File: config.mk
export PLATFORM = sky130hd
export DESIGN_NAME = adc_serial_ctrl
export DESIGN_NICKNAME = d
export VERILOG_FILES = /design/src/hdl/adc_ctrl_pkg.sv /design/src/hdl/stream_if.sv /design/src/hdl/adc_serial_ctrl.sv /design/src/hdl/pin_sync.sv /design/src/hdl/two_entry_buffer.sv
export VERILOG_INCLUDE_DIRS = /design/src /design/src/hdl
export SDC_FILE = /design/constraint.sdc
export NUM_CORES = 1
export LEC_CHECK = 0
export ABC_AREA = 1
export BUFFER_PORTS_ARGS = -buffer_cell sky130_fd_sc_hd__buf_2
export CAP_MARGIN = 20
export CELL_PAD_IN_SITES_DETAIL_PLACEMENT = 2
export CELL_PAD_IN_SITES_GLOBAL_PLACEMENT = 2
export CORE_MARGIN = 3
export CORE_UTILIZATION = 37
export DETAILED_ROUTE_END_ITERATION = 6
export GPL_ROUTABILITY_DRIVEN = 1
export PLACE_DENSITY = 0.86
export SLEW_MARGIN = 20
export SYNTH_ARGS = -nofsm -noshare
export SYNTH_HDL_FRONTEND = slang
export SYNTH_SLANG_ARGS = --single-unit
File: constraint.sdc
create_clock -name ref_clk_i -period 3.1 [get_ports ref_clk_i]
set_input_delay 0.775 -clock ref_clk_i [delete_from_list [all_inputs] [get_ports ref_clk_i]]
set_output_delay 0.775 -clock ref_clk_i [all_outputs]
set_load 0.03 [all_outputs]
File: src/hdl/adc_ctrl_defines.svh
// Constants of the serial conversion control block
// How it works
// - A rising conversion_trigger starts a conversion.
// - Trigger still high after conversion ends puts the device to sleep.
// - Trigger low enables the serial result output.
// - The result leaves serially on serial_result_out.
// - Two-channel version takes its configuration word on serial_config_in.
// - All serial transfers are timed by the host shift clock.
// - Conversion ends within 3.2 us, 3.3 us for the extended grade.
// - New result bit follows a falling shift clock; old bit held until then.
// - Trigger rising puts the result output into high impedance.
// - Configuration input is sampled on rising shift clock edges.
// - Two configuration bits captured after trigger falls; later bits ignored.
// - First bit: 1 single-ended, 0 differential; second selects channel or polarity.
// - After the full result, further shift clocks give zeros.
`ifndef ADC_CTRL_DEFINES_SVH
`define ADC_CTRL_DEFINES_SVH

`define RESULT_BITS       16
`define CFG_BITS          2
`define CFG_RESET         2'h2
`define CLK_PERIOD_NS     10.0
`define CONVERSION_TRIGGER_TIME_STD_US  3.2
`define CONVERSION_TRIGGER_TIME_EXT_US  3.3
`define NS_PER_US         1000.0
`define ROUND_GUARD       1.0e-6
`define BUF_DEPTH         2
`define PIN_TRIG          0
`define PIN_SCK           1
`define PIN_CFG           2
`define PIN_COUNT         3

`endif

File: src/hdl/adc_ctrl_pkg.sv
// Types shared by the serial conversion control block
package adc_ctrl_pkg;

    // Gray order: idle, convert, sleep, transfer
    typedef enum logic [1:0]
    {
        ST_IDLE     = 2'h0,
        ST_CONVERT  = 2'h1,
        ST_SLEEP    = 2'h3,
        ST_TRANSFER = 2'h2
    } ctrl_state_t;

endpackage

File: src/hdl/stream_if.sv
// Valid and ready word stream between internal modules
`timescale 1ns/10ps
interface stream_if
#(
    parameter int W = 16
);
    logic         valid;
    logic         ready;
    logic [W-1:0] data;

    modport source (output valid, output data, input ready);
    modport sink   (input valid, input data, output ready);
endinterface

File: src/hdl/adc_serial_ctrl.sv
// Conversion sequencing and serial transfer of a sampling converter
`timescale 1ns/10ps
`include "adc_ctrl_defines.svh"
module adc_serial_ctrl
    import adc_ctrl_pkg::*;
#(
    parameter int RESULT_W    = `RESULT_BITS,
    parameter bit TWO_CHANNEL = 1'b1,
    parameter bit EXT_GRADE   = 1'b0
)(
    input  wire logic                ref_clk_i,
    input  wire logic                rst_i,
    input  wire logic                conversion_trigger_i,
    input  wire logic                shift_clk_i,
    input  wire logic                serial_config_in_i,
    output logic                     serial_result_out_o,
    output logic                     serial_result_oe_n_o,
    output logic                     conversion_trigger_start_o,
    output logic                     sleep_o,
    output logic                     single_or_differential_select_o,
    output logic                     odd_or_sign_o,
    input  wire logic                result_valid_i,
    input  wire logic [RESULT_W-1:0] result_data_i,
    output logic                     result_ready_o
);

    // =========================================================
    // Timing constants
    localparam real CONVERSION_TRIGGER_US  = EXT_GRADE ? `CONVERSION_TRIGGER_TIME_EXT_US : `CONVERSION_TRIGGER_TIME_STD_US;
    localparam int  CONVERSION_TRIGGER_RAW = $rtoi(CONVERSION_TRIGGER_US * `NS_PER_US / `CLK_PERIOD_NS + `ROUND_GUARD);
    localparam int  CONVERSION_TRIGGER_CYC = (CONVERSION_TRIGGER_RAW < 1) ? 1 : CONVERSION_TRIGGER_RAW;
    localparam int  CNT_W    = $clog2(CONVERSION_TRIGGER_CYC + 1);
    localparam int  SH_W     = $clog2(RESULT_W + 1);
    localparam int  CONVERSION_TRIGGER_BOUND = CONVERSION_TRIGGER_CYC;
    localparam logic [CNT_W-1:0] CONVERSION_TRIGGER_LOAD = CNT_W'(CONVERSION_TRIGGER_CYC - 1);
    localparam logic [SH_W-1:0]  SH_FULL   = SH_W'(RESULT_W);
    localparam logic [1:0]       CFG_FULL  = 2'(`CFG_BITS);

    if (RESULT_W < 2)
    begin : g_chk
        $error("adc_serial_ctrl result width must be at least 2");
    end

    // =========================================================
    // Pin synchronisers
    logic [`PIN_COUNT-1:0] pin_lvl;
    logic [`PIN_COUNT-1:0] pin_rise;
    logic [`PIN_COUNT-1:0] pin_fall;
    logic                  trig_lvl;
    logic                  trig_rise;
    logic                  trig_fall;
    logic                  sck_rise;
    logic                  sck_fall;
    logic                  cfg_lvl;

    pin_sync #(
        .N (`PIN_COUNT)
    ) u_sync (
        .ref_clk_i (ref_clk_i),
        .rst_i     (rst_i),
        .pins_i    ({serial_config_in_i, shift_clk_i, conversion_trigger_i}),
        .level_o   (pin_lvl),
        .rise_o    (pin_rise),
        .fall_o    (pin_fall)
    );

    assign trig_lvl  = pin_lvl[`PIN_TRIG];
    assign trig_rise = pin_rise[`PIN_TRIG];
    assign trig_fall = pin_fall[`PIN_TRIG];
    assign sck_rise  = pin_rise[`PIN_SCK];
    assign sck_fall  = pin_fall[`PIN_SCK];
    assign cfg_lvl   = pin_lvl[`PIN_CFG];

    // =========================================================
    // Result buffer
    stream_if #(.W(RESULT_W)) wr_if ();
    stream_if #(.W(RESULT_W)) rd_if ();

    assign wr_if.valid    = result_valid_i;
    assign wr_if.data     = result_data_i;
    assign result_ready_o = wr_if.ready;

    two_entry_buffer #(
        .W     (RESULT_W),
        .DEPTH (`BUF_DEPTH)
    ) u_buf (
        .ref_clk_i (ref_clk_i),
        .rst_i     (rst_i),
        .in_s      (wr_if.sink),
        .out_s     (rd_if.source)
    );

    // =========================================================
    // Conversion sequencer
    ctrl_state_t      state_q;
    ctrl_state_t      state_d;
    logic [CNT_W-1:0] conversion_trigger_cnt_q;
    logic [CNT_W-1:0] conversion_trigger_cnt_d;
    logic             start_q;
    logic             start_d;
    logic             load;

    function automatic logic is_state(input ctrl_state_t s, input ctrl_state_t want);
        return s == want;
    endfunction

    always_comb
    begin
        state_d    = state_q;
        conversion_trigger_cnt_d = conversion_trigger_cnt_q;
        start_d    = 1'b0;
        case (state_q)
            ST_IDLE, ST_SLEEP:
                if (trig_fall)
                begin
                    state_d = ST_TRANSFER;
                end
            ST_CONVERT:
                if (conversion_trigger_cnt_q == '0)
                begin
                    state_d = trig_lvl ? ST_SLEEP : ST_TRANSFER;
                end
                else
                begin
                    conversion_trigger_cnt_d = conversion_trigger_cnt_q - 1'b1;
                end
            ST_TRANSFER:
                state_d = ST_TRANSFER;
            default:
                state_d = ST_IDLE;
        endcase
        if (trig_rise && !is_state(state_q, ST_CONVERT))
        begin
            state_d    = ST_CONVERT;
            conversion_trigger_cnt_d = CONVERSION_TRIGGER_LOAD;
            start_d    = 1'b1;
        end
    end

    assign load        = is_state(state_d, ST_TRANSFER) && !is_state(state_q, ST_TRANSFER);
    assign rd_if.ready = load;

    always_ff @(posedge ref_clk_i or posedge rst_i)
    begin
        if (rst_i)
        begin
            state_q    <= ST_IDLE;
            conversion_trigger_cnt_q <= '0;
            start_q    <= 1'b0;
        end
        else
        begin
            state_q    <= state_d;
            conversion_trigger_cnt_q <= conversion_trigger_cnt_d;
            start_q    <= start_d;
        end
    end

    assign conversion_trigger_start_o = start_q;
    assign sleep_o      = is_state(state_q, ST_SLEEP);

    // =========================================================
    // Result shifter
    logic [RESULT_W-1:0] shreg_q;
    logic [RESULT_W-1:0] shreg_d;
    logic [SH_W-1:0]     shcnt_q;
    logic [SH_W-1:0]     shcnt_d;
    logic                oe_n_q;
    logic                oe_n_d;

    always_comb
    begin
        shreg_d = shreg_q;
        shcnt_d = shcnt_q;
        oe_n_d  = oe_n_q;
        if (trig_rise)
        begin
            oe_n_d = 1'b1;
        end
        if (load)
        begin
            // Empty buffer sends zeros rather than a stale word
            shreg_d = rd_if.valid ? rd_if.data : '0;
            shcnt_d = '0;
            oe_n_d  = 1'b0;
        end
        else if (is_state(state_q, ST_TRANSFER) && sck_fall)
        begin
            shreg_d = {shreg_q[RESULT_W-2:0], 1'b0};
            if (shcnt_q != SH_FULL)
            begin
                shcnt_d = shcnt_q + 1'b1;
            end
        end
    end

    always_ff @(posedge ref_clk_i or posedge rst_i)
    begin
        if (rst_i)
        begin
            shreg_q <= '0;
            shcnt_q <= '0;
            oe_n_q  <= 1'b1;
        end
        else
        begin
            shreg_q <= shreg_d;
            shcnt_q <= shcnt_d;
            oe_n_q  <= oe_n_d;
        end
    end

    assign serial_result_out_o  = shreg_q[RESULT_W-1];
    assign serial_result_oe_n_o = oe_n_q;

    // =========================================================
    // Configuration capture
    logic [`CFG_BITS-1:0] cfg_sh_q;
    logic [`CFG_BITS-1:0] cfg_sh_d;
    logic [1:0]           cfg_cnt_q;
    logic [1:0]           cfg_cnt_d;
    logic [`CFG_BITS-1:0] mux_q;
    logic [`CFG_BITS-1:0] mux_d;

    always_comb
    begin
        cfg_sh_d  = cfg_sh_q;
        cfg_cnt_d = cfg_cnt_q;
        mux_d     = mux_q;
        if (load)
        begin
            cfg_cnt_d = '0;
        end
        else if (TWO_CHANNEL && is_state(state_q, ST_TRANSFER) && sck_rise && cfg_cnt_q != CFG_FULL)
        begin
            cfg_sh_d  = {cfg_sh_q[0], cfg_lvl};
            cfg_cnt_d = cfg_cnt_q + 1'b1;
        end
        if (start_d && cfg_cnt_q == CFG_FULL)
        begin
            mux_d = cfg_sh_q;
        end
    end

    always_ff @(posedge ref_clk_i or posedge rst_i)
    begin
        if (rst_i)
        begin
            cfg_sh_q  <= '0;
            cfg_cnt_q <= '0;
            mux_q     <= `CFG_RESET;
        end
        else
        begin
            cfg_sh_q  <= cfg_sh_d;
            cfg_cnt_q <= cfg_cnt_d;
            mux_q     <= mux_d;
        end
    end

    assign single_or_differential_select_o = mux_q[1];
    assign odd_or_sign_o                   = mux_q[0];
endmodule

File: src/hdl/pin_sync.sv
// Two-stage synchroniser with edge detection for pin inputs
`timescale 1ns/10ps
module pin_sync
#(
    parameter int N = 3
)(
    input  wire logic         ref_clk_i,
    input  wire logic         rst_i,
    input  wire logic [N-1:0] pins_i,
    output logic      [N-1:0] level_o,
    output logic      [N-1:0] rise_o,
    output logic      [N-1:0] fall_o
);

    logic [N-1:0] meta_q;
    logic [N-1:0] sync_q;
    logic [N-1:0] prev_q;

    if (N < 1)
    begin : g_chk
        $error("pin_sync needs at least one pin");
    end

    always_ff @(posedge ref_clk_i or posedge rst_i)
    begin
        if (rst_i)
        begin
            meta_q <= '0;
            sync_q <= '0;
            prev_q <= '0;
        end
        else
        begin
            meta_q <= pins_i;
            sync_q <= meta_q;
            prev_q <= sync_q;
        end
    end

    assign level_o = sync_q;
    assign rise_o  = sync_q & ~prev_q;
    assign fall_o  = ~sync_q & prev_q;

endmodule

File: src/hdl/two_entry_buffer.sv
// Small FIFO of flip-flops between converter result and shifter
`timescale 1ns/10ps
module two_entry_buffer
#(
    parameter int W     = 16,
    parameter int DEPTH = 2
)(
    input  wire logic ref_clk_i,
    input  wire logic rst_i,
    stream_if.sink    in_s,
    stream_if.source  out_s
);

    localparam int PTR_W = (DEPTH > 1) ? $clog2(DEPTH) : 1;
    localparam logic [PTR_W:0] FULL = (PTR_W + 1)'(DEPTH);

    logic [W-1:0]     mem_q [DEPTH];
    logic [W-1:0]     mem_d [DEPTH];
    logic [PTR_W-1:0] wr_q;
    logic [PTR_W-1:0] wr_d;
    logic [PTR_W-1:0] rd_q;
    logic [PTR_W-1:0] rd_d;
    logic [PTR_W:0]   cnt_q;
    logic [PTR_W:0]   cnt_d;
    logic             push;
    logic             pop;

    if (DEPTH < 2 || (DEPTH & (DEPTH - 1)) != 0)
    begin : g_chk
        $error("two_entry_buffer depth must be a power of two, at least 2");
    end

    assign in_s.ready  = (cnt_q != FULL);
    assign out_s.valid = (cnt_q != '0);
    assign out_s.data  = mem_q[rd_q];
    assign push        = in_s.valid && in_s.ready;
    assign pop         = out_s.valid && out_s.ready;

    always_comb
    begin
        mem_d = mem_q;
        wr_d  = wr_q;
        rd_d  = rd_q;
        cnt_d = cnt_q;
        if (push)
        begin
            mem_d[wr_q] = in_s.data;
            wr_d        = wr_q + 1'b1;
        end
        if (pop)
        begin
            rd_d = rd_q + 1'b1;
        end
        if (push && !pop)
        begin
            cnt_d = cnt_q + 1'b1;
        end
        else if (pop && !push)
        begin
            cnt_d = cnt_q - 1'b1;
        end
    end

    for (genvar i = 0; i < DEPTH; i++)
    begin : g_mem
        always_ff @(posedge ref_clk_i or posedge rst_i)
        begin
            if (rst_i)
            begin
                mem_q[i] <= '0;
            end
            else
            begin
                mem_q[i] <= mem_d[i];
            end
        end
    end

    always_ff @(posedge ref_clk_i or posedge rst_i)
    begin
        if (rst_i)
        begin
            wr_q  <= '0;
            rd_q  <= '0;
            cnt_q <= '0;
        end
        else
        begin
            wr_q  <= wr_d;
            rd_q  <= rd_d;
            cnt_q <= cnt_d;
        end
    end

endmodule

==> flow_summary_export.csv <==
group,metric,value,unit
status,status,"complete, no violations",
cts,cts-htree-levels,3,
pwr,cellPowerDensity,1006,mW/mm2
synthesis,synthDistinctLibCells,32,
floorplanning,start_util,38.28,%
timing,fmax,363.1,MHz
cts,cts_buffers,9,
drt,ant_nets,0,
synthesis,yosysTopAreaCell,"dfrtp_1",
synthesis,synth_top_cells_by_count,"dfrtp_1 (77), nand2_1 (76), o21ai_0 (43)",
grt,overflow,0,
synthesis,ys_seq_area_share,55.43,%
synthesis,synth_ff_type,"dfrtp_1",
grt,grt_antenna_before_repair,0,
floorplanning,die_width,104.2,um
setup_path,endpoint_kind,"flip-flop",
cts,postCtsSetupBuffers,0,
placement,dpl.cell_count,527,
floorplanning,dieArea,0.01087,mm2
cts,tritoncts,"done",
floorplanning,row_count,35,
timing,fin_skew,0.006435,ns
min_path,hp-class,"reg2reg",
final_layout,antenna_cells,0,
synthesis,async_flop_share,100.0,%
synthesis,synthCells,382,
timing,tns,0,ns
synthesis,synth_top_area_share,53.96,%
pwr,p_leak,1.996,nW
placement,dp_slack,0.09220,ns
final_layout,multi_input_area,0.001339,mm2
grt,grt_pass1_wl,15280,um
floorplanning,core-area,0.009328,mm2
placement,dp_hpwl,5783,um
cts,cts_sinks,79,
synthesis,ys_top_cells_by_area,"dfrtp_1 (54%), nand2_1 (8.0%), o21ai_0 (6.0%), nand3_1 (5.7%), mux2_2 (4.7%)",
synthesis,synth-seq-cells,79,
final_layout,fin_cells,544,
timing,worst_pin_slew,0.8893,ns
floorplanning,ios,29,
timing,layout_min_cycle_time,2.754,ns
final_layout,regArea,0.001979,mm2
setup_path,cp_max_fo,11,
synthesis,avgSynthCellArea,9.348,um2
pwr,ir_drop,0.3287,mV
synthesis,synth-edff-count,0,
drt,routed_wl,8942,um
floorplanning,die_h,104.2,um
grt,grt_max_degree,48,
timing,fin_crit_sh,88.85,%
grt,grt_usage,17.65,%
final_layout,drive_above_1_share,20.24,%
grt,grt_pass1_vias,3044,
timing,finalHoldViolations,0,
final_layout,areaGrowthSynthToFinish,13.21,%
setup_path,arrival,2.99,ns
drt,dr.first_iter.drc_count,76,
placement,port_buffers,28,
synthesis,synthesis.area,0.003571,mm2
job,maxCapViolCount,0,
drt,dr.pass1.iters,4,
timing,slew_headroom,40.71,%
cts,clk_latency,0.35,ns
timing,setup_violations,0,
final_layout,fin_util,43.34,%
drt,vias,2725,
setup_path,crit_type,"reg2reg",
pwr,total_power,4.067,mW
cts,cts_buffer_depth,2,
final_layout,stdcell_area,0.004043,mm2
timing,setup_ws,0.3456,ns
drt,via_per_inst,5.009,
final_layout,fin_nets,439,
placement,gp_congestion,0.7126,
timing,drv_slew,0,
synthesis,syn_nets,411,
setup_path,worst_setup_path_start_kind,"flip-flop",
synthesis,yosys_warnings,0,
final_layout,fillers,1036,
timing,rsz0062_at_grt,"false",
placement,place_area,0.003822,mm2
timing,whs,0.3549,ns
cts,clk_pin_slew,0.09,ns
drt,drc,0,
drt,wl_per_cell,16.44,um
synthesis,yosysMostFrequentCell,"dfrtp_1",
setup_path,crit_required,3.34,ns
cts,clock-root-buffer,"clkbuf_8",
[cell type report]
class / count / area share (%)
clock buffers: 9 / 3.064
clock inverters: 7 / 2.167
inverters: 45 / 4.178
multi-input cells: 243 / 33.12
flip-flops and latches: 79 / 48.96
well taps: 129 / 3.993
repair buffers: 32 / 4.519
[worst max-delay path: stages, from the launching register on]
cell	delay [ns]
dfrtp_1	0.40
inv_1	0.13
ha_1	0.16
nand2_1	0.05
nor2_1	0.18
nand2_2	0.10
nand2_1	0.07
nand2_1	0.06
nand2_2	0.09
nand3_2	0.11
nor2_4	0.32
nand2_1	0.17
ha_1	0.37
a21oi_1	0.13
o21ai_0	0.14
xnor2_1	0.16
[logic make-up (layout without fill, tap and decap cells)]
logic type               count (synthesis)  in the layout  synth area share, %
AO/OA/AOI/OAI                           62             62                9.005
XOR/XNOR                                 3              3               0.7359
adder cells (fa/ha/maj)                  7              7                2.453
buffers and inverters                   61             93                7.323
flip-flops                              79             79                55.43
multiplexers                            18             18                5.571
AND/OR/NAND/NOR                        152            153                19.48
[what timing repair did]
item	4_1_cts	5_1_grt
resized for setup	0	1
hold buffers	0	0
setup endpoints to repair	0	1
[flip-flops by register name (all words and copies together) (netlist names)]
register	flops
u_buf.mem_q	32
shreg_q	16
conversion_trigger_cnt_q	9
u_sync.level_o	3
u_sync.meta_q	3
cfg_cnt_q	2
cfg_sh_q	2
mux_q	2
state_q	2
u_buf.cnt_q	2
u_sync.prev_q	2
conversion_trigger_start_o	1
serial_result_oe_n_o	1
u_buf.rd_q	1
u_buf.wr_q	1
[metal layers]
metal,part of all wire (%),track usage (%)
met5,0,0
met4,1.2,5.128
met3,2.4,3.662
met2,53,31.48
met1,43,21.53
[layout by cell type (no fill, tap or decap), types with 2 or more instances in the layout]
cell type and instances:
dfrtp_1 77, nand2_1 76, o21ai_0 43, inv_1 41, nand3_1 41, buf_2 28, nor2_1 15, mux2_2 15
a21oi_1 10, clkbuf_8 9, ha_1 7, nor2_2 5, nand2_2 5, o21ai_1 5, inv_2 4, nand3b_1 4
clkinv_2 4, mux2i_1 3, buf_4 3, nand3_2 2, xnor2_1 2, bufinv_16 2, dfstp_2 2
[worst paths after layout]
check / slack, ns / startpoint / to / depth (start not counted)
min in group asynchronous: 0.53 / rst_i / u_buf.mem_q[14]$_DFFE_PP0P_ / 2
worst max-delay path: 0.35 / conversion_trigger_cnt_q[0]$_DFFE_PP0P_ / u_buf.cnt_q[1]$_DFFE_PP0P_ / 15
worst max register to register: 0.35 / conversion_trigger_cnt_q[0]$_DFFE_PP0P_ / u_buf.cnt_q[1]$_DFFE_PP0P_ / 15
max in group asynchronous: 1.80 / rst_i / serial_result_oe_n_o$_DFFE_PP1P_ / 3
worst min register to register: 0.35 / u_sync.meta_q[0]$_DFF_PP0_ / u_sync.level_o[0]$_DFF_PP0_ / 0
worst min-delay path: 0.35 / u_sync.meta_q[0]$_DFF_PP0_ / u_sync.level_o[0]$_DFF_PP0_ / 0
[power by group]
part | internal (mW) | leakage, nW | switching [mW]
sequential | 1.42 | 0.966 | 0.272
clock | 0.448 | 0.109 | 0.394
combinational | 0.564 | 0.921 | 0.970
No activity file was read; power rests on OpenSTA's default activity.
